[config.mk]
export PLATFORM = sky130hd
export DESIGN_NAME = addr_port
export DESIGN_NICKNAME = d
export VERILOG_FILES = /design/src/verilog/port2_pkg.sv /design/src/verilog/addr_port.sv
export SDC_FILE = /design/constraint.sdc
export NUM_CORES = 1
export LEC_CHECK = 0
export BUFFER_PORTS_ARGS = -buffer_cell sky130_fd_sc_hd__buf_4
export CAP_MARGIN = 40
export CORE_ASPECT_RATIO = 1.75
export CORE_MARGIN = 5
export CORE_UTILIZATION = 50
export CTS_BUF_LIST = sky130_fd_sc_hd__clkbuf_4
export DETAILED_ROUTE_END_ITERATION = 16
export PLACE_DENSITY = 0.84
export SLEW_MARGIN = 20
export SYNTH_ARGS = -nofsm -noshare
export SYNTH_HDL_FRONTEND = slang
export SYNTH_SLANG_ARGS = --single-unit
[constraint.sdc]
create_clock -name CORE_CLK -period 1.45 [get_ports CORE_CLK]
set_input_delay 0.145 -clock CORE_CLK [delete_from_list [all_inputs] [get_ports CORE_CLK]]
set_output_delay 0.145 -clock CORE_CLK [all_outputs]
set_load 0.05 [all_outputs]
[src/verilog/port2_pkg.sv]
`default_nettype none
package port2_pkg;
	// ********************************
	// widths and register map
	// ********************************
	localparam int          PORT_W       = 8;
	localparam int          ADDR_W       = 16;
	localparam logic [15:0] DIR_OFFSET   = 16'hffc1;
	localparam logic [15:0] LATCH_OFFSET = 16'hffc3;
	localparam logic [15:0] PULL_OFFSET  = 16'hffd8;
	// ********************************
	// reset values and fixed readings
	// ********************************
	localparam logic [7:0] DIR_RESET     = 8'h00;
	localparam logic [7:0] LATCH_RESET   = 8'h00;
	localparam logic [7:0] PULL_RESET    = 8'h00;
	localparam logic [7:0] DIR_READBACK  = 8'hff;
	localparam logic [7:0] UNMAPPED_READ = 8'h00;
	localparam logic [7:0] ALL_DRIVE_N   = 8'h00;
	localparam logic [7:0] NONE_DRIVE_N  = 8'hff;
	localparam logic [7:0] ADDR_DIR      = 8'hff;
	// ********************************
	// operating modes on the mode input
	// ********************************
	localparam logic [2:0] MODE_1 = 3'h1;
	localparam logic [2:0] MODE_3 = 3'h3;
	localparam logic [2:0] MODE_5 = 3'h5;
	// ********************************
	// pin function classes, one-hot
	// ********************************
	typedef enum logic [2:0] {
		FN_ADDR  = 3'b001,
		FN_MIXED = 3'b010,
		FN_GPIO  = 3'b100
	} port_fn_t;
	// ********************************
	// pin-side bundle
	// ********************************
	typedef struct packed {
		logic [7:0] out;
		logic [7:0] oe_n;
		logic [7:0] pull;
	} pin_drive_t;
endpackage
`default_nettype wire

[src/verilog/addr_port.sv]
// Function
// write-only direction bit per pin
// direction clears on reset, holds in standby
// outputs keep driving during software standby
// modes 1,3: direction all ones, inaccessible
// readable writable output data latch
// output pins read back latch value
// input pins read sampled pin level
// latch clears on reset, holds in standby
// pull-up control register, bit per pin
// pull-up control clears, holds in standby
// modes 5-7: pull-up when control set, input
// modes 1,3: pull-ups always off
// pull-ups off in reset, held in standby
// modes 1,3: pins are address outputs
// mode 5: direction picks address or input
// software sets direction before address use
// modes 6,7: direction picks output or input
// address outputs carry address bits 15..8
// single-chip outputs show latch bits
//
// Design decisions made here: strobed register access and the placing of the registers.
`default_nettype none
module addr_port #(
	parameter int PORT_W = port2_pkg::PORT_W
) (
	// clock and reset
	input  wire logic                     CORE_CLK,
	input  wire logic                     RST,
	// operating state of the chip
	input  wire logic [2:0]               MODE,
	input  wire logic                     HW_STANDBY,
	input  wire logic                     SW_STANDBY,
	// upper address byte from the bus controller
	input  wire logic [PORT_W-1:0]        ADDR_HI,
	// register port
	input  wire logic [port2_pkg::ADDR_W-1:0] ADDR,
	input  wire logic [PORT_W-1:0]        WDATA,
	input  wire logic                     WR,
	input  wire logic                     RD,
	output logic      [PORT_W-1:0]        RDATA,
	// pins
	input  wire logic [PORT_W-1:0]        PIN_IN,
	output logic      [PORT_W-1:0]        PIN_OUT,
	output logic      [PORT_W-1:0]        PIN_OE_N,
	output logic      [PORT_W-1:0]        PULLUP_EN
);
	// ********************************
	// mode decode
	// ********************************
	// used by the pin logic and the bus gating
	function automatic port2_pkg::port_fn_t fn_of(input logic [2:0] m);
		if (m == port2_pkg::MODE_1 || m == port2_pkg::MODE_3) begin
			fn_of = port2_pkg::FN_ADDR;
		end else if (m == port2_pkg::MODE_5) begin
			fn_of = port2_pkg::FN_MIXED;
		end else begin
			fn_of = port2_pkg::FN_GPIO; // undefined codes act single-chip
		end
	endfunction

	port2_pkg::port_fn_t fn;
	logic                clear;
	assign fn    = fn_of(MODE);
	assign clear = RST | HW_STANDBY;

	// ********************************
	// pin input synchroniser
	// ********************************
	logic [PORT_W-1:0] s1_reg, s2_reg, s3_reg, lvl_reg;
	logic [PORT_W-1:0] s1_next, s2_next, s3_next, lvl_next;

	// level moves only once the last two stages agree
	always_comb begin
		s1_next = PIN_IN;
		s2_next = s1_reg;
		s3_next = s2_reg;
		for (int i = 0; i < PORT_W; i++) begin
			lvl_next[i] = (s2_reg[i] == s3_reg[i]) ? s3_reg[i] : lvl_reg[i];
		end
	end

	always_ff @(posedge CORE_CLK) begin
		if (RST) begin
			s1_reg  <= '0;
			s2_reg  <= '0;
			s3_reg  <= '0;
			lvl_reg <= '0;
		end else begin
			s1_reg  <= s1_next;
			s2_reg  <= s2_next;
			s3_reg  <= s3_next;
			lvl_reg <= lvl_next;
		end
	end

	// ********************************
	// register file
	// ********************************
	logic [PORT_W-1:0] dir_reg, latch_reg, pull_reg;
	logic [PORT_W-1:0] dir_next, latch_next, pull_next;
	logic [PORT_W-1:0] dir_eff;
	logic              wr_ok;

	// address modes present a fixed all-output direction
	assign dir_eff = (fn == port2_pkg::FN_ADDR) ?
		port2_pkg::ADDR_DIR : dir_reg;
	// cpu is halted in software standby, so writes are dropped
	assign wr_ok = WR & ~SW_STANDBY;

	always_comb begin
		dir_next   = dir_reg;
		latch_next = latch_reg;
		pull_next  = pull_reg;
		if (wr_ok && ADDR == port2_pkg::DIR_OFFSET) begin
			if (fn != port2_pkg::FN_ADDR) begin
				dir_next = WDATA;
			end
		end else if (wr_ok && ADDR == port2_pkg::LATCH_OFFSET) begin
			latch_next = WDATA;
		end else if (wr_ok && ADDR == port2_pkg::PULL_OFFSET) begin
			pull_next = WDATA;
		end
	end

	// hardware standby clears like reset; soft standby keeps all
	always_ff @(posedge CORE_CLK) begin
		if (clear) begin
			dir_reg   <= port2_pkg::DIR_RESET;
			latch_reg <= port2_pkg::LATCH_RESET;
			pull_reg  <= port2_pkg::PULL_RESET;
		end else begin
			dir_reg   <= dir_next;
			latch_reg <= latch_next;
			pull_reg  <= pull_next;
		end
	end

	// ********************************
	// read path
	// ********************************
	logic [PORT_W-1:0] rdata_reg, rdata_next;

	// port read mixes latch and pin per direction bit
	always_comb begin
		rdata_next = port2_pkg::UNMAPPED_READ;
		if (RD && ADDR == port2_pkg::DIR_OFFSET) begin
			rdata_next = port2_pkg::DIR_READBACK; // write-only
		end else if (RD && ADDR == port2_pkg::LATCH_OFFSET) begin
			rdata_next = (dir_eff & latch_reg) |
				(~dir_eff & lvl_reg);
		end else if (RD && ADDR == port2_pkg::PULL_OFFSET) begin
			rdata_next = pull_reg;
		end
	end

	always_ff @(posedge CORE_CLK) begin
		if (RST) begin
			rdata_reg <= '0;
		end else begin
			rdata_reg <= rdata_next;
		end
	end
	assign RDATA = rdata_reg;

	// ********************************
	// pin drivers and pull-ups
	// ********************************
	port2_pkg::pin_drive_t drv_reg, drv_next;

	always_comb begin
		drv_next = drv_reg;
		if (!SW_STANDBY) begin
			drv_next.oe_n = ~dir_eff;
			drv_next.pull = '0;
			case (fn)
				port2_pkg::FN_ADDR: begin
					drv_next.out = ADDR_HI;
				end
				port2_pkg::FN_MIXED: begin
					drv_next.out  = ADDR_HI;
					drv_next.pull = pull_reg & ~dir_reg;
				end
				default: begin
					drv_next.out  = latch_reg;
					drv_next.pull = pull_reg & ~dir_reg;
				end
			endcase
		end
	end

	// software standby freezes pins; reset and hardware standby release them, pull-ups off
	always_ff @(posedge CORE_CLK) begin
		if (clear) begin
			drv_reg.out  <= '0;
			drv_reg.oe_n <= port2_pkg::NONE_DRIVE_N;
			drv_reg.pull <= '0;
		end else begin
			drv_reg <= drv_next;
		end
	end
	assign PIN_OUT   = drv_reg.out;
	assign PIN_OE_N  = drv_reg.oe_n;
	assign PULLUP_EN = drv_reg.pull;

	// ********************************
	// assertions
	// ********************************
	logic run;
	assign run = ~clear & ~SW_STANDBY;

	clear_regs_a: assert property (@(posedge CORE_CLK)
		clear |=> dir_reg == '0 && latch_reg == '0 && pull_reg == '0
			&& PULLUP_EN == '0)
		else $error("registers not cleared");

	dir_write_a: assert property (
		@(posedge CORE_CLK) disable iff (clear)
		wr_ok && ADDR == port2_pkg::DIR_OFFSET
			&& fn != port2_pkg::FN_ADDR |=> dir_reg == $past(WDATA))
		else $error("direction write lost");

	dir_locked_a: assert property (
		@(posedge CORE_CLK) disable iff (clear)
		run && fn == port2_pkg::FN_ADDR |=> PIN_OE_N == '0)
		else $error("address mode not all outputs");

	// address modes ignore direction writes entirely
	dir_frozen_a: assert property (
		@(posedge CORE_CLK) disable iff (clear)
		fn == port2_pkg::FN_ADDR |=> $stable(dir_reg))
		else $error("direction written in address mode");

	latch_write_a: assert property (
		@(posedge CORE_CLK) disable iff (clear)
		wr_ok && ADDR == port2_pkg::LATCH_OFFSET
			|=> latch_reg == $past(WDATA))
		else $error("latch write lost");

	pull_write_a: assert property (
		@(posedge CORE_CLK) disable iff (clear)
		wr_ok && ADDR == port2_pkg::PULL_OFFSET
			|=> pull_reg == $past(WDATA))
		else $error("pull-up control write lost");

	// soft standby must not let a stray write slip through
	regs_hold_a: assert property (
		@(posedge CORE_CLK) disable iff (clear)
		SW_STANDBY |=> $stable(dir_reg) && $stable(latch_reg)
			&& $stable(pull_reg))
		else $error("registers moved in standby");

	port_read_a: assert property (
		@(posedge CORE_CLK) disable iff (RST)
		RD && ADDR == port2_pkg::LATCH_OFFSET |=> RDATA ==
			(($past(dir_eff) & $past(latch_reg)) |
			(~$past(dir_eff) & $past(lvl_reg))))
		else $error("port readback wrong");

	dir_read_a: assert property (
		@(posedge CORE_CLK) disable iff (RST)
		RD && ADDR == port2_pkg::DIR_OFFSET
			|=> RDATA == port2_pkg::DIR_READBACK)
		else $error("direction readback not all ones");

	pull_gate_a: assert property (
		@(posedge CORE_CLK) disable iff (clear)
		run && fn != port2_pkg::FN_ADDR
			|=> PULLUP_EN == ($past(pull_reg) & ~$past(dir_reg)))
		else $error("pull-up gating wrong");

	pull_addr_a: assert property (
		@(posedge CORE_CLK) disable iff (clear)
		run && fn == port2_pkg::FN_ADDR |=> PULLUP_EN == '0)
		else $error("pull-up on in address mode");

	standby_hold_a: assert property (
		@(posedge CORE_CLK) disable iff (clear)
		SW_STANDBY |=> $stable(PIN_OUT) && $stable(PIN_OE_N)
			&& $stable(PULLUP_EN))
		else $error("pins moved in standby");

	addr_out_a: assert property (
		@(posedge CORE_CLK) disable iff (clear)
		run && fn != port2_pkg::FN_GPIO |=> PIN_OUT == $past(ADDR_HI))
		else $error("address byte not driven");

	gpio_out_a: assert property (
		@(posedge CORE_CLK) disable iff (clear)
		run && fn == port2_pkg::FN_GPIO |=> PIN_OUT == $past(latch_reg)
			&& PIN_OE_N == ~$past(dir_reg))
		else $error("gpio drive wrong");

	mixed_dir_a: assert property (
		@(posedge CORE_CLK) disable iff (clear)
		run && fn == port2_pkg::FN_MIXED
			|=> PIN_OE_N == ~$past(dir_reg))
		else $error("mode 5 direction ignored");

	mixed_drive_c: cover property (@(posedge CORE_CLK) disable iff (clear)
		fn == port2_pkg::FN_MIXED && dir_reg != '0 ##1 PIN_OE_N != '1);
	pin_read_c: cover property (@(posedge CORE_CLK) disable iff (clear)
		RD && ADDR == port2_pkg::LATCH_OFFSET && dir_eff == '0);
	pull_on_c: cover property (@(posedge CORE_CLK) disable iff (clear)
		PULLUP_EN != '0);
	standby_c: cover property (@(posedge CORE_CLK) disable iff (clear)
		PIN_OE_N != '1 ##1 SW_STANDBY [*3]);
	addr_mode_c: cover property (@(posedge CORE_CLK) disable iff (clear)
		fn == port2_pkg::FN_ADDR && PIN_OE_N == '0);
endmodule
`default_nettype wire

Yosys cells after proc, flatten, opt, wreduce, memory -nomap -nowiden

Cells that the tools add are included.

Bits in registers: 88
Input port bits: 49
Logic and storage cells: 65

Equality and inequality tests: 17
Multiplexer cells: 8
Bitwise logic cells: 11
Reduce and logical (&&, ||, !) cells: 11

Operators with widths:

| cell                                                  | number |
|---|---|
| equality test 16 bit, second input constant           | 3 |
| two-way mux 8 bit                                     | 6 |
| AND 8 bit                                             | 3 |
| inverter 8 bit                                        | 2 |
| equality test 1 bit                                   | 8 |
| OR 8 bit                                              | 1 |
| equality test 3 x 1 -> 1 bit, second input constant   | 2 |
| equality test 3 x 2 -> 1 bit, second input constant   | 2 |
| logical AND 1 bit                                     | 6 |
| two-way mux 3 bit                                     | 2 |
| AND reduction 2 bit                                   | 2 |
| equality test 3 bit, second input constant            | 1 |
| inequality test 3 x 1 -> 1 bit, second input constant | 1 |
| inverter 1 bit                                        | 3 |
| AND reduction 3 bit                                   | 1 |
| OR reduction 2 bit                                    | 1 |
| AND 1 bit                                             | 1 |
| logical OR 1 bit                                      | 1 |
| OR 1 bit                                              | 1 |

Depth between registers and ports, before layout

Gate-level depths: netlist (run 1).

Depth in word-level cells: 10
Depth in mapped cells: 6

Worst setup path after synthesis (run 1)

No wires, ideal clock.

Path kind: input-to-reg
From: in ADDR[2] in the netlist's numbering
To: reg rdata_reg[0], in the netlist RDATA[0]
Arrival time: 1315 ps
Data required time: 1367 ps
Path slack: 52 ps
Cell stages on the path: 3
Path buffers: 0
Cells stage by stage: or4_4 > or4_1 > o221ai_1

Cells in the longest elaborated chain, start to end: 5

Ends and longest elaborated chain:

| element                | RTL line         | source |
|---|---|---|
| start: declaration     | addr_port.sv:37  | `input wire logic [port2_pkg::ADDR_W-1:0] ADDR,` |
| equality test 16 bit   | addr_port.sv:152 | `end else if (RD && ADDR == port2_pkg::PULL_OFFSET) begin` |
| logical AND 1 bit      | addr_port.sv:152 |  |
| two-way mux 8 bit      | addr_port.sv:152 |  |
| two-way mux 8 bit      | addr_port.sv:149 | `end else if (RD && ADDR == port2_pkg::LATCH_OFFSET) begin` |
| two-way mux 8 bit (*)  | addr_port.sv:147 | `if (RD && ADDR == port2_pkg::DIR_OFFSET) begin` |
| end signal: assignment | addr_port.sv:161 | `rdata_reg <= rdata_next;` |
| end: declaration       | addr_port.sv:142 | `logic [PORT_W-1:0] rdata_reg, rdata_next;` |

Every way passes the cells marked *; elsewhere a longest branch is shown, timed or not.
A chain may end at the register's enable or synchronous reset.

==> results of run 1 <==
[synthesized netlist by cell type (all sizes together)]
master   number
inv           2
or4           2
or3           7
o2bb2ai       6
buf           3
o21bai        6
o311ai        8
dfxtp        88
nor3          2
o21ai        16
or2           1
a21oi        30
nor2b        26
nor4b         7
and4b         2
nand3b        1
mux2i        26
nand4        14
nand2        44
a21boi        1
and4          2
mux2          8
nand3         2
nor4          2
clkbuf       18
and2          2
o221ai        2
nor2         20
and2b         1
[through the flow]
| stage | util | area (µm²) | std cells | setup TNS (ns) |
|---|---|---|---|---|
| 2_1_floorplan | - | 3360 | 349 | 0 |
| 3_3_place_gp | 0.632 | 4130 | 508 | -0.258 |
| 3_5_place_dp | 0.632 | 4130 | 508 | -0.328 |
| 4_1_cts | 0.696 | 4550 | 545 | 0 |
| 5_1_grt | 0.696 | 4550 | 546 | 0 |
| 6_report | 0.696 | 4550 | 546 | 0 |
[worst max-delay path, stage by stage]
cell	delay [ns]
dlygate4sd3_1	0.54
buf_4	0.20
and4b_1	0.31
nand4_1	0.12
nor2_1	0.12
buf_4	0.17
o2bb2ai_1	0.13
[timing repair]
item / in CTS / in global routing
hold buffers: 21 / 0
setup endpoints to repair: 0 / 0
hold endpoints to repair: 42 / 0
[kinds of logic after synthesis]
group,synth area share
and+or+nand+nor,0.218
AOI/OAI and AO/OA,0.127
buffers and inverters,0.0268
muxes,0.104
DFF,0.524
[report_power, final]
part,internal (mW),switching [mW],total (mW),leakage [nW]
Combinational,0.221,0.209,0.429,1.12
Clock,1.06,0.790,1.85,0.104
Sequential,2.46,0.0157,2.47,0.714
Total,3.74,1.01,4.75,1.94
[path summary, 6_finish.rpt]
path                                         startpoint                 endpoint  depth (start not counted)
worst min register to register     s3_reg[2]$_SDFF_PP0_  lvl_reg[2]$_SDFFE_PP0N_                          2
worst max-delay path                                RST      RDATA[6]$_SDFF_PP0_                          7
worst max register to register  dir_reg[0]$_SDFFE_PP0P_      RDATA[0]$_SDFF_PP0_                          3
worst min-delay path                         ADDR_HI[2]  PIN_OUT[2]$_SDFFE_PP0N_                          4
[cell type report]
cell class	count	area, µm²	area share
Clock inverter	6	131	0.0289
Multi-Input combinational cell	238	1510	0.332
Sequential cell	88	1760	0.387
Tap cell	82	103	0.0225
Inverter	2	7.51	0.00165
Timing Repair Buffer	119	958	0.211
Clock buffer	10	75.1	0.0165
Antenna cell	1	2.50	0.000550
[metal layers]
layer / GRT usage / wire length [µm] / vias to the layer above
li1: - / - / 1462
met1: 0.221 / 3110 / 1398
met2: 0.345 / 4260 / 114
met3: 0.0595 / 602 / 35
met4: 0.144 / 485 / 0
met5: 0 / 0 / -
==> impl_metrics.toml, run 1 <==
[global_route]
grt_max_degree = 41
grt_pass1_vias = 2952
grt.overflow.total = 0
track_usage = 0.208
grt_antenna_before_repair = 1
grt_pass1_wl_mm = 13.7

[drt]
drt_wl_total_mm = 8.46
ant_nets = 0
wire_per_inst_um = 15.5
route.detailed.drc = 0
drt_iter0_drc = 243
vias_per_cell = 5.51
first_pass_iters = 4
vias = 3009

[timing]
fmax_ghz = 0.736
rsz0062_at_grt = "false"
fin_ws_ns = 0.0915
skew_ns = 0.0127
finalHoldViolCount = 0
tightest_slew_ns = 0.524
period_needed_ns = 1.36
setup_viol = 0
fin_crit_sh = 0.937
slew_violations = 0
slew_headroom = 0.651
hold_ws_ns = 0.0687

[job]
maxCapViolations = 0

[synth]
synth_nets = 398
syn_area_per_cell_um2 = 9.64
synth_top_area_share = 0.524
syn-cell-area_um2 = 3360
ys_seq_area_frac = 0.524
syn_inst = 349
ys_warn_count = 0
yosysUniqueCellTypes = 33
synth_area_leaders = "dfxtp_1 (52%), mux2i_1 (7.7%), nand2_1 (4.9%)"
ys_ff_latch = 88
synth_top_area_cell = "dfxtp_1"

[floorplanning]
die_h_um = 118
ios = 81
core-area_um2 = 6540
core.rowCount = 39
die_w_um = 72.0
start_util = 0.514
die-area_um2 = 8530

[place]
io_buffers = 80
hpwl_mm = 6.04
pre_cts_slack_ns = -0.168
gp_congestion = 0.877

[finish]
area_growth_pct = 35.3
final_common_cell = "buf_4"
drive_gt1_frac = 0.276
layout_common_cells = "buf_4 (97), dfxtp_1 (88), nand2_1 (44)"
nFillCells = 528
nets = 507

[critical_path]
crit_fanout = 21
required_ns = 1.82
start_kind = "input port"
setup.worst_path.class = "input port to flip-flop"
reg2reg_slack_ns = 0.35
end_kind = "flip-flop"
cp.arrival_ns = 1.73

[clock_tree]
clock_path_buffers = 2
cts_buffers = 9
post-cts-setup-buffers = 0
cts_tree = "yes"
cts_resized = 0
insertion_delay_ns = 0.44
cts.reportedPaths.clkPinSlew_ns = 0.12
clock-sinks = 88
root_buffer = "clkbuf_4"
htreeDepth = 3

[power]
ir_worst_vdd_mv = 0.695
finalPower_mw = 4.75
p_leak_nw = 1.94
power_density_nw_per_um2 = 1040

[hold_path]
hold_path_class = "input port to flip-flop"

[run_status]
outcome = "finished, final reports clean"
No activity file was read; power rests on OpenSTA's default activity.
==> inputs of run 2 (changes only) <==
BUFFER_PORTS_ARGS = -buffer_cell sky130_fd_sc_hd__buf_2   (was -buffer_cell sky130_fd_sc_hd__buf_4)
==> impl_metrics.toml, run 2 (synthesis results as in run 1) <==
[run_status]
outcome = "finished, final reports clean"

[timing]
period_needed_ns = 1.26
setup_viol = 0
slew_violations = 0
tightest_slew_ns = 0.506
slew_headroom = 0.663
setup-tns-final_ns = 0
rsz0062_at_grt = "false"
fin_crit_sh = 0.870
finalHoldViolCount = 0
fin_ws_ns = 0.188
fmax_ghz = 0.792
skew_ns = 0.0197

[clock_tree]
htreeDepth = 3
insertion_delay_ns = 0.46
cts_buffers = 9
cts.reportedPaths.clkPinSlew_ns = 0.13
cts_tree = "yes"
root_buffer = "clkbuf_4"
clock_path_buffers = 2
post-cts-setup-buffers = 0
clock-sinks = 88

[floorplanning]
core-area_um2 = 6540
ios = 81
core.rowCount = 39
die_w_um = 72.0
start_util = 0.514
die_h_um = 118
die-area_um2 = 8530

[drt]
vias = 3003
drt_wl_total_mm = 8.42
ant_nets = 0
first_pass_iters = 4
drt_iter0_drc = 375
vias_per_cell = 5.57
route.detailed.drc = 0
wire_per_inst_um = 15.6

[global_route]
grt_max_degree = 41
grt_pass1_vias = 2983
grt_pass1_wl_mm = 13.5
track_usage = 0.206
grt.overflow.total = 0
grt_antenna_before_repair = 0

[power]
power_density_nw_per_um2 = 1030
ir_worst_vdd_mv = 0.700
p_leak_nw = 1.85

[critical_path]
start_kind = "flip-flop"
worstPathCellList = "buf_2"
path_buf_inv = 1
cp.arrival_ns = 1.12
required_ns = 1.31
setup.worst_path.class = "flip-flop to primary output"
crit_fanout = 1
slowest_stage = "dfxtp_1"
max_stage_delay_ns = 0.38
end_kind = "primary output"
critPathTopFamily = "flip-flops"

[place]
pre_cts_slack_ns = -0.150
gp_congestion = 0.853
io_buffers = 80
dp_cells = 506
hpwl_mm = 6.11

[finish]
layoutNonFillerInstCount = 539
nFillCells = 538
regArea_um2 = 1760
area_growth_pct = 26.7
layout_common_cells = "dfxtp_1 (88), buf_2 (80), nand2_1 (44)"
drive_gt1_frac = 0.278
diodes = 0
final_common_cell = "dfxtp_1"
nets = 501
multiInputGateArea_um2 = 1510

[hold_path]
hold_path_class = "input port to flip-flop"

[job]
maxCapViolations = 0
run 2: metal layers:
metal | wire [µm] | vias up | track usage
met5 | 0 | - | 0
met4 | 312 | 0 | 0.131
met3 | 583 | 23 | 0.0569
met2 | 4510 | 112 | 0.358
met1 | 3020 | 1412 | 0.212
li1 | - | 1456 | -
run 2: per-stage QoR:
step / instance area (µm²) / utilization / total power [mW] / hold slack (ns)
2_1_floorplan: 3360 / - / 2.72 / 0.273
4_1_cts: 4260 / 0.652 / 4.42 / 0.0281
5_1_grt: 4260 / 0.652 / 4.58 / 0.0456
3_3_place_gp: 3930 / 0.601 / 2.85 / 0.352
6_report: 4260 / 0.652 / 4.39 / 0.0525
3_5_place_dp: 3930 / 0.601 / 2.87 / 0.362
run 2: timing repair:
action | in CTS | in global routing
endpoints found under the setup margin | 0 | 0
resized for setup | 0 | 0
hold endpoints to repair | 34 | 0
hold buffers | 17 | 0
run 2: worst paths after layout:
kind / start / endpoint / slack (ns) / cells past startpoint
hold reg to reg: s1_reg[3]$_SDFF_PP0_ / s2_reg[3]$_SDFF_PP0_ / 0.45 / 1
hold / removal: ADDR_HI[3] / PIN_OUT[3]$_SDFFE_PP0N_ / 0.05 / 4
setup reg to reg: dir_reg[2]$_SDFFE_PP0P_ / RDATA[2]$_SDFF_PP0_ / 0.39 / 3
setup / recovery: RDATA[1]$_SDFF_PP0_ / RDATA[1] / 0.19 / 1
run 2: cell type report:
type | instances | area share
Sequential cell | 88 | 0.413
Timing Repair Buffer | 113 | 0.168
Inverter | 2 | 0.00176
Clock inverter | 5 | 0.0191
Tap cell | 82 | 0.0241
Clock buffer | 11 | 0.0194
Multi-Input combinational cell | 238 | 0.355
run 2: power by group:
part | switching (mW) | internal [mW] | leakage [nW] | total, mW
Sequential | 0.0149 | 2.46 | 0.714 | 2.47
Combinational | 0.208 | 0.173 | 1.04 | 0.381
Clock | 0.801 | 0.738 | 0.0871 | 1.54
Total | 1.02 | 3.37 | 1.85 | 4.39
